`src/ssp_pkg.sv`:
```
// package: constants and carrier types for the synchronous serial port pin block
package ssp_pkg;
  // serial clock divider selections (divide by 2, 4, 8, 16)
  localparam logic [1:0] SSP_DIV2 = 2'h0;
  localparam logic [1:0] SSP_DIV4 = 2'h1;
  localparam logic [1:0] SSP_DIV8 = 2'h2;
  localparam logic [1:0] SSP_DIV16 = 2'h3;
  // internal clock cycles per serial clock half period minus one, per selection
  localparam logic [2:0] SSP_HALF2 = 3'h0;
  localparam logic [2:0] SSP_HALF4 = 3'h1;
  localparam logic [2:0] SSP_HALF8 = 3'h3;
  localparam logic [2:0] SSP_HALF16 = 3'h7;
  // serial clock cycles in one transfer
  localparam logic [3:0] SSP_BITS = 4'h8;
  localparam logic [2:0] SSP_LAST_BIT = 3'h7;
  // port numbers
  localparam logic SSP_PORT0 = 1'b0;
  localparam logic SSP_PORT1 = 1'b1;

  // transfer engine states
  typedef enum logic [1:0] {
    SSP_IDLE = 2'b00,
    SSP_LOW = 2'b01,
    SSP_HIGH = 2'b10
  } ssp_state_e;

  // request from the register side: one access starts one byte transfer
  typedef struct packed {
    logic start;
    logic port;
    logic write;
    logic [1:0] div_sel;
    logic [7:0] tx_byte;
  } ssp_req_s;

  // pin bundle toward the pads (value plus output enable)
  typedef struct packed {
    logic sclk;
    logic sclk_oe;
    logic port1_enable;
    logic port0_enable;
    logic en_oe;
    logic data_out;
    logic data_oe;
  } ssp_pins_s;
endpackage

```
`src/ssp_port.sv`:
```
// synchronous serial port master: serial clock, enables and one shared data line
//
// Summary of operation
// serial clock is internal clock divided 2/4/8/16
// register access starts exactly eight serial clocks
// serial clock idles high between transfers
// serial clock floats in emulation mode
// one shared data line, sent and sampled
// undriven data line kept at last value outside emulation mode
// one port enable held for whole transfer
// port enables low when nothing transfers
// port enables float in emulation mode
// one bit per serial clock, one byte
// slave drives data only in receive
`timescale 1ns/100ps
module ssp_port
  import ssp_pkg::*;
(
  input wire logic clock,
  input wire logic sys_rst,
  input wire ssp_req_s req,
  input wire logic on_chip_emulation_mode,
  input wire logic ser_data_in,
  output logic busy,
  output logic done,
  output logic [7:0] rx_byte,
  output ssp_pins_s pins
);

  ssp_state_e state_q; // transfer engine state
  logic [2:0] half_q; // half-period countdown
  logic [2:0] half_len_q; // half-period length latched at start
  logic [2:0] bit_q; // bit index within the byte
  logic [7:0] shift_q; // transmit / receive shift register
  logic port_q; // port chosen for this transfer
  logic write_q; // direction: 1 sends, 0 receives
  logic sclk_q; // serial clock level
  logic en1_q; // port 1 enable level
  logic en0_q; // port 0 enable level
  logic keep_q; // last value seen on the data line
  logic emu_s1_q, emu_s2_q, emu_s3_q; // emulation pin synchroniser
  logic emu_q; // filtered emulation mode
  logic din_s1_q, din_s2_q, din_s3_q; // data pin synchroniser
  logic din_q; // filtered data input
  logic half_tick; // end of a half period
  logic [2:0] half_len_d; // half length for requested divider

  // divider selection to half-period length
  always_comb
  begin
    case (req.div_sel)
      SSP_DIV2: half_len_d = SSP_HALF2;
      SSP_DIV4: half_len_d = SSP_HALF4;
      SSP_DIV8: half_len_d = SSP_HALF8;
      SSP_DIV16: half_len_d = SSP_HALF16;
      default: half_len_d = SSP_HALF2;
    endcase
  end

  // one-cycle enable pulse at the end of each half serial period
  assign half_tick = (state_q != SSP_IDLE) && (half_q == 3'h0);

  // emulation mode pin: three flops, change taken when last two agree
  always_ff @(posedge clock)
  begin
    if (sys_rst)
    begin
      emu_s1_q <= 1'b0;
      emu_s2_q <= 1'b0;
      emu_s3_q <= 1'b0;
      emu_q <= 1'b0;
    end
    else
    begin
      emu_s1_q <= on_chip_emulation_mode;
      emu_s2_q <= emu_s1_q;
      emu_s3_q <= emu_s2_q;
      if (emu_s2_q == emu_s3_q)
        emu_q <= emu_s3_q;
    end
  end

  // data pin synchroniser, same scheme; adds latency so receive samples the right bit only at divide by 16
  always_ff @(posedge clock)
  begin
    if (sys_rst)
    begin
      din_s1_q <= 1'b0;
      din_s2_q <= 1'b0;
      din_s3_q <= 1'b0;
      din_q <= 1'b0;
    end
    else
    begin
      din_s1_q <= ser_data_in;
      din_s2_q <= din_s1_q;
      din_s3_q <= din_s2_q;
      if (din_s2_q == din_s3_q)
        din_q <= din_s3_q;
    end
  end

  // transfer sequencer: low half, high half, eight times
  always_ff @(posedge clock)
  begin
    if (sys_rst)
    begin
      state_q <= SSP_IDLE;
      half_q <= 3'h0;
      half_len_q <= SSP_HALF2;
      bit_q <= 3'h0;
      sclk_q <= 1'b1;
    end
    else
    begin
      case (state_q)
        SSP_IDLE:
        begin
          sclk_q <= 1'b1;
          if (req.start)
          begin
            half_len_q <= half_len_d;
            half_q <= half_len_d;
            bit_q <= 3'h0;
            sclk_q <= 1'b0;
            state_q <= SSP_LOW;
          end
        end
        SSP_LOW:
        begin
          if (half_tick)
          begin
            sclk_q <= 1'b1; // rising edge: slave and master sample here
            half_q <= half_len_q;
            state_q <= SSP_HIGH;
          end
          else
            half_q <= half_q - 3'h1;
        end
        SSP_HIGH:
        begin
          if (half_tick)
          begin
            half_q <= half_len_q;
            if (bit_q == SSP_LAST_BIT)
            begin
              state_q <= SSP_IDLE; // clock stays high after the eighth cycle
            end
            else
            begin
              bit_q <= bit_q + 3'h1;
              sclk_q <= 1'b0;
              state_q <= SSP_LOW;
            end
          end
          else
            half_q <= half_q - 3'h1;
        end
        default:
        begin
          state_q <= SSP_IDLE;
          sclk_q <= 1'b1;
        end
      endcase
    end
  end

  // shift register: msb first; receive samples on the serial clock rise, send moves on the fall
  // so the outgoing bit never changes at the edge the slave samples on
  always_ff @(posedge clock)
  begin
    if (sys_rst)
    begin
      shift_q <= 8'h00;
      write_q <= 1'b0;
      port_q <= SSP_PORT0;
    end
    else if (state_q == SSP_IDLE && req.start)
    begin
      shift_q <= req.tx_byte;
      write_q <= req.write;
      port_q <= req.port;
    end
    else if (state_q == SSP_LOW && half_tick && !write_q)
      shift_q <= {shift_q[6:0], din_q}; // sample at the rise
    else if (state_q == SSP_HIGH && half_tick && write_q && bit_q != SSP_LAST_BIT)
      shift_q <= {shift_q[6:0], 1'b0}; // next bit out at the fall
  end

  // port enables: exactly one high for the transfer, both low otherwise
  always_ff @(posedge clock)
  begin
    if (sys_rst)
    begin
      en1_q <= 1'b0;
      en0_q <= 1'b0;
    end
    else if (state_q == SSP_IDLE && req.start)
    begin
      en1_q <= (req.port == SSP_PORT1);
      en0_q <= (req.port == SSP_PORT0);
    end
    else if (state_q == SSP_HIGH && half_tick && bit_q == SSP_LAST_BIT)
    begin
      en1_q <= 1'b0;
      en0_q <= 1'b0;
    end
  end

  // keeper: remember the last level of the line so it never floats outside emulation mode
  // only follows the pin while the slave drives it; re-sampling our own drive would
  // feed the lagging filter back into the line and replay old bits
  always_ff @(posedge clock)
  begin
    if (sys_rst)
      keep_q <= 1'b0;
    else if (state_q != SSP_IDLE && write_q)
      keep_q <= shift_q[7];
    else if (state_q != SSP_IDLE && !write_q)
      keep_q <= din_q;
  end

  // received byte and completion pulse
  always_ff @(posedge clock)
  begin
    if (sys_rst)
    begin
      rx_byte <= 8'h00;
      done <= 1'b0;
    end
    else
    begin
      done <= 1'b0;
      if (state_q == SSP_HIGH && half_tick && bit_q == SSP_LAST_BIT)
      begin
        rx_byte <= shift_q;
        done <= 1'b1;
      end
    end
  end

  assign busy = (state_q != SSP_IDLE);

  // pad drive; the slave owns the line only in a receive transfer
  always_comb
  begin
    pins.sclk = sclk_q;
    pins.sclk_oe = !emu_q;
    pins.port1_enable = en1_q;
    pins.port0_enable = en0_q;
    pins.en_oe = !emu_q;
    pins.data_out = (busy && write_q) ? shift_q[7] : keep_q;
    pins.data_oe = !emu_q && (busy ? write_q : 1'b1); // weak hold when idle
  end
endmodule

```
`config.mk`:
```
export PLATFORM = sky130hd
export DESIGN_NAME = ssp_port
export DESIGN_NICKNAME = d
export VERILOG_FILES = /design/src/ssp_pkg.sv /design/src/ssp_port.sv
export SDC_FILE = /design/constraint.sdc
export NUM_CORES = 1
export LEC_CHECK = 0
export BUFFER_PORTS_ARGS = -buffer_cell sky130_fd_sc_hd__clkbuf_2
export CORE_MARGIN = 2
export CORE_UTILIZATION = 50
export CTS_CLUSTER_DIAMETER = 60
export CTS_CLUSTER_SIZE = 10
export DETAILED_ROUTE_END_ITERATION = 10
export HOLD_SLACK_MARGIN = 0.15
export PLACE_DENSITY_LB_ADDON = 0.15
export REMOVE_ABC_BUFFERS = 1
export SLEW_MARGIN = 25
export SYNTH_ARGS = -nofsm -noshare
export SYNTH_HDL_FRONTEND = slang
export SYNTH_SLANG_ARGS = --single-unit
export TNS_END_PERCENT = 100
```
`constraint.sdc`:
```
create_clock -name clock -period 3.75 [get_ports clock]
set_input_delay 0.75 -clock clock [delete_from_list [all_inputs] [get_ports clock]]
set_output_delay 0.75 -clock clock [all_outputs]
set_load 0.05 [all_outputs]
```
Yosys cells after proc, flatten, opt, wreduce, memory -nomap -nowiden

Index checks and enable logic that the tools add are counted.

Memories kept: 0
Output and inout port bits: 17
ROM bits: 0
Bits in writable memories: 0
Register bits: 41
Bits in latches: 0

Reduce and logical (&&, ||, !) cells: 28
Add/sub/neg operators: 2
Equal/unequal tests: 13
Divide/modulo/power cells: 0
Multiplexer cells: 29
Bitwise operators: 1
Magnitude comparators: 0
$mul: 0
Shift-type cells: 0

Operators by type and width:

| operator              | count |
|---|---|
| $mux W8               | 3 |
| $mux W3               | 5 |
| $mux W1               | 13 |
| $pmux W3 S2           | 2 |
| $pmux W3 S4           | 1 |
| $logic_and A1 B1 Y1   | 11 |
| $reduce_bool A2 Y1    | 5 |
| $ne A2 B2 Y1 const B  | 4 |
| $eq A2 B2 Y1 const B  | 3 |
| $mux W2               | 3 |
| $pmux W2 S3           | 1 |
| $reduce_and A3 Y1     | 2 |
| $eq A2 B1 Y1 const B  | 2 |
| $logic_not A2 Y1      | 2 |
| $reduce_and A2 Y1     | 2 |
| $reduce_and A4 Y1     | 1 |
| $add A3 B1 Y3 const B | 1 |
| $eq A3 B3 Y1 const B  | 1 |
| $logic_not A3 Y1      | 1 |
| $ne A3 B3 Y1 const B  | 1 |
| $pmux W1 S3           | 1 |
| $reduce_bool A3 Y1    | 1 |
| $sub A3 B1 Y3 const B | 1 |
| $eq A1 B1 Y1          | 2 |
| 3 further kinds       | 4 |

Longest topological paths before layout

Depth after elaboration: 8
Depth in mapped cells: 9
Gate-level depth less buffers: 6

Worst setup path before layout

OpenSTA, ideal clock, no wires.

Path type: register -> output
From: register state_q[0]
To: output pins[0] in the netlist's numbering
Arrival time: 1.409 ns
Path slack: 1.591 ns
Cell stages (with the launch flop): 6
Required time: 3.000 ns
Path through: dfxtp_1 -> inv_1 -> ha_1 -> buf_6 -> nor2_1 -> nor2_1

RTL lines:

| element                | RTL line        | RTL |
|---|---|---|
| start, declared        | ssp_port.sv:30  | `ssp_state_e state_q;` |
| start signal, assigned | ssp_port.sv:108 | `state_q <= SSP_IDLE;` |
| start signal, assigned | ssp_port.sv:126 | `state_q <= SSP_LOW;` |
| start signal, assigned | ssp_port.sv:135 | `state_q <= SSP_HIGH;` |
| end, declared          | ssp_port.sv:27  | `output ssp_pins_s pins` |

==> flow_summary.json <==
{
  "max-clock-path-buffers": 2,
  "ant_nets": 0,
  "fin_nets": 267,
  "cp-startpoint": "state_q[0]",
  "tns_ps": 0,
  "chipHeight_um": 66.4,
  "wire_per_inst_um": 13.1,
  "status": "complete, no violations",
  "hold_violations": 0,
  "ir_drop_mv": 0.335,
  "antennaDiodeCount": 0,
  "reg2reg_depth": 6,
  "period_needed_ps": 2700,
  "fin_area_um2": 2160,
  "crit_type": "reg2out",
  "fp-row-count": 22,
  "worstSetupEndpointType": "output pin",
  "post_cts_buffers": 0,
  "hpwl_um": 2660,
  "wl_um": 3790,
  "ys_seq_area_frac": 0.422,
  "cts_num_sinks": 41,
  "root_buffer": "clkbuf_8",
  "synth_area_leader_cell": "dfxtp_1",
  "r2r-start": "state_q[0]",
  "hold_buffers": 0,
  "synth_area_um2": 1940,
  "total_power_mw": 1.52,
  "worstSkewPairLatency_ps": 290,
  "ff2ff_setup_slack_ps": 1580,
  "h-tree-depth": 2,
  "cp_max_fo": 11,
  "antenna_found_initial": 0,
  "synth-seq-cells": 41,
  "hold_class": "reg2reg",
  "timing.final.crit_share": 0.719,
  "register_area_um2": 821,
  "crit_path_cell_trace": "inv_1 > ha_1 > nand2b_1 > mux2_2 > clkbuf_2",
  "postSynth.asyncResetShare": 0,
  "yosysWarnings": 0,
  "grt_max_degree": 40,
  "die_area_um2": 4400,
  "areaGrowthSynthToFinish_pct": 11.3,
  "fill_cells": 356,
  "synth_top_area_frac": 0.422,
  "grt_pass1_wl_um": 6470,
  "crit_end": "pins[1]",
  "fmax_mhz": 371,
  "die_x_um": 66.4,
  "via_per_inst": 5.21,
  "hold_ws_ps": 437,
  "cts_tree": "yes",
  "clk_pin_slew_ps": 70,
  "arrival_ps": 1950,
  "yosys-top-cells-area": "dfxtp_1, a21oi_1, nand2_1",
  "io_pins": 34,
  "place_congestion": 0.905,
  "worst_slew_pin_slew_ps": 798,
  "io_buffers": 33,
  "startpoint_type": "flop",
  "grt.overflow.total": 0,
  "finalClockSkew_ps": 5.81,
  "maxSlewViolCount": 0,
  "max_stage_delay_ps": 390,
  "synth_most_common_cell": "dfxtp_1",
  "drive_above_1_share": 0.199,
  "drt_iter0_drc": 72,
  "yosys-top-cells-count": "dfxtp_1, nand2_1, a21oi_1, nor2_1",
  "synth-edff-count": 0,
  "leakage_nw": 0.905,
  "numCtsBuffers": 5,
  "critPathRequiredTime_ps": 3000,
  "cts.repair.resized": 0,
  "track_usage": 0.196,
  "synth_cell_type_count": 41,
  "placed_cell_area_um2": 2050,
  "routed-via-count": 1505,
  "power_density_nw_per_um2": 702,
  "final_core_utilization": 0.586,
  "core_um2": 3690,
  "regToRegEndpoint": "en0_q",
  "grt_pass1_vias": 1418,
  "multi_input_area_um2": 967,
  "yosys_most_used_dff": "dfxtp_1",
  "crit_path_top_delay_cell": "ha_1",
  "initial_core_util": 0.527,
  "postSynthAreaPerCell_um2": 8.92,
  "drv_cap": 0,
  "drc": 0,
  "slew_headroom": 0.468,
  "rsz0062_at_grt": "false",
  "first_pass_iters": 4,
  "setup_viol": 0,
  "syn_inst": 218
}
-- cells in the final DEF, fill, tap and decap left out, types with 3 or more instances in the layout --
cell,n
inv_1,9
a21oi_1,29
clkbuf_2,33
o211ai_1,3
nor2b_1,8
o21ai_0,6
clkbuf_8,6
dfxtp_1,41
a311oi_1,7
ha_1,10
nand2_1,34
mux2i_1,10
nor2_1,13
-- sequential cells by signal (all words and copies together) (netlist names), 2 cells and up --
signal      cells
rx_byte         8
shift_q         8
bit_q           3
half_len_q      3
half_q          3
state_q         2
-- metrics by stage --
step	worst slack (ps)	std cells
after floorplan	1540	200
after global routing	954	289
after global placement	1430	281
final	1050	289
after CTS	1060	289
after detailed placement	1390	281
-- how the worst min path moves through the flow --
| stage | endpoint | startpoint | slack, ps | cells after the start |
|---|---|---|---|---|
| 4_1_cts | din_s2_q | din_s1_q | 440 | 1 |
| 3_3_place_gp | din_s2_q | din_s1_q | 420 | 1 |
| 2_1_floorplan | din_s2_q | din_s1_q | 410 | 1 |
| 5_1_grt | din_s2_q | din_s1_q | 470 | 1 |
| 3_5_place_dp | din_s2_q | din_s1_q | 420 | 1 |
| 6_report | din_s2_q | din_s1_q | 440 | 1 |
-- routing by layer --
layer	global-route usage	vias to the layer above	part of all wire	routed length (um)
met3	0.0511	8	0.030	113
met1	0.250	674	0.49	1850
met4	0.0765	0	0.016	59
met2	0.313	21	0.46	1760
met5	0	-	0	0
li1	-	802	-	-
-- final cells by class --
class / count / share of cell area
Timing Repair Buffer: 33 / 0.0763
Tap cell: 48 / 0.0278
Sequential cell: 41 / 0.379
Clock buffer: 7 / 0.0399
Inverter: 9 / 0.0156
Multi-Input combinational cell: 150 / 0.447
Clock inverter: 1 / 0.0139
-- power by group --
part | internal (mW) | switching [mW]
Combinational | 0.217 | 0.367
Clock | 0.217 | 0.148
Sequential | 0.510 | 0.0591
Total | 0.943 | 0.574
-- worst max-delay path, delay by kind of cell (launching register included) --
family                   cells  cell delay (ps)
adder cells (fa/ha/maj)      1              390
flip-flops                   1              370
buffers and inverters        2              350
multiplexers                 1              340
AND/OR/NAND/NOR              1              210
-- kinds of logic after synthesis --
logic type      synth area share
compound gates             0.204
fa+ha+maj                 0.0644
buf+inv                   0.0804
flops                      0.422
mux                       0.0631
simple gates               0.166
Note: power is estimated with default switching activity, not from simulation.
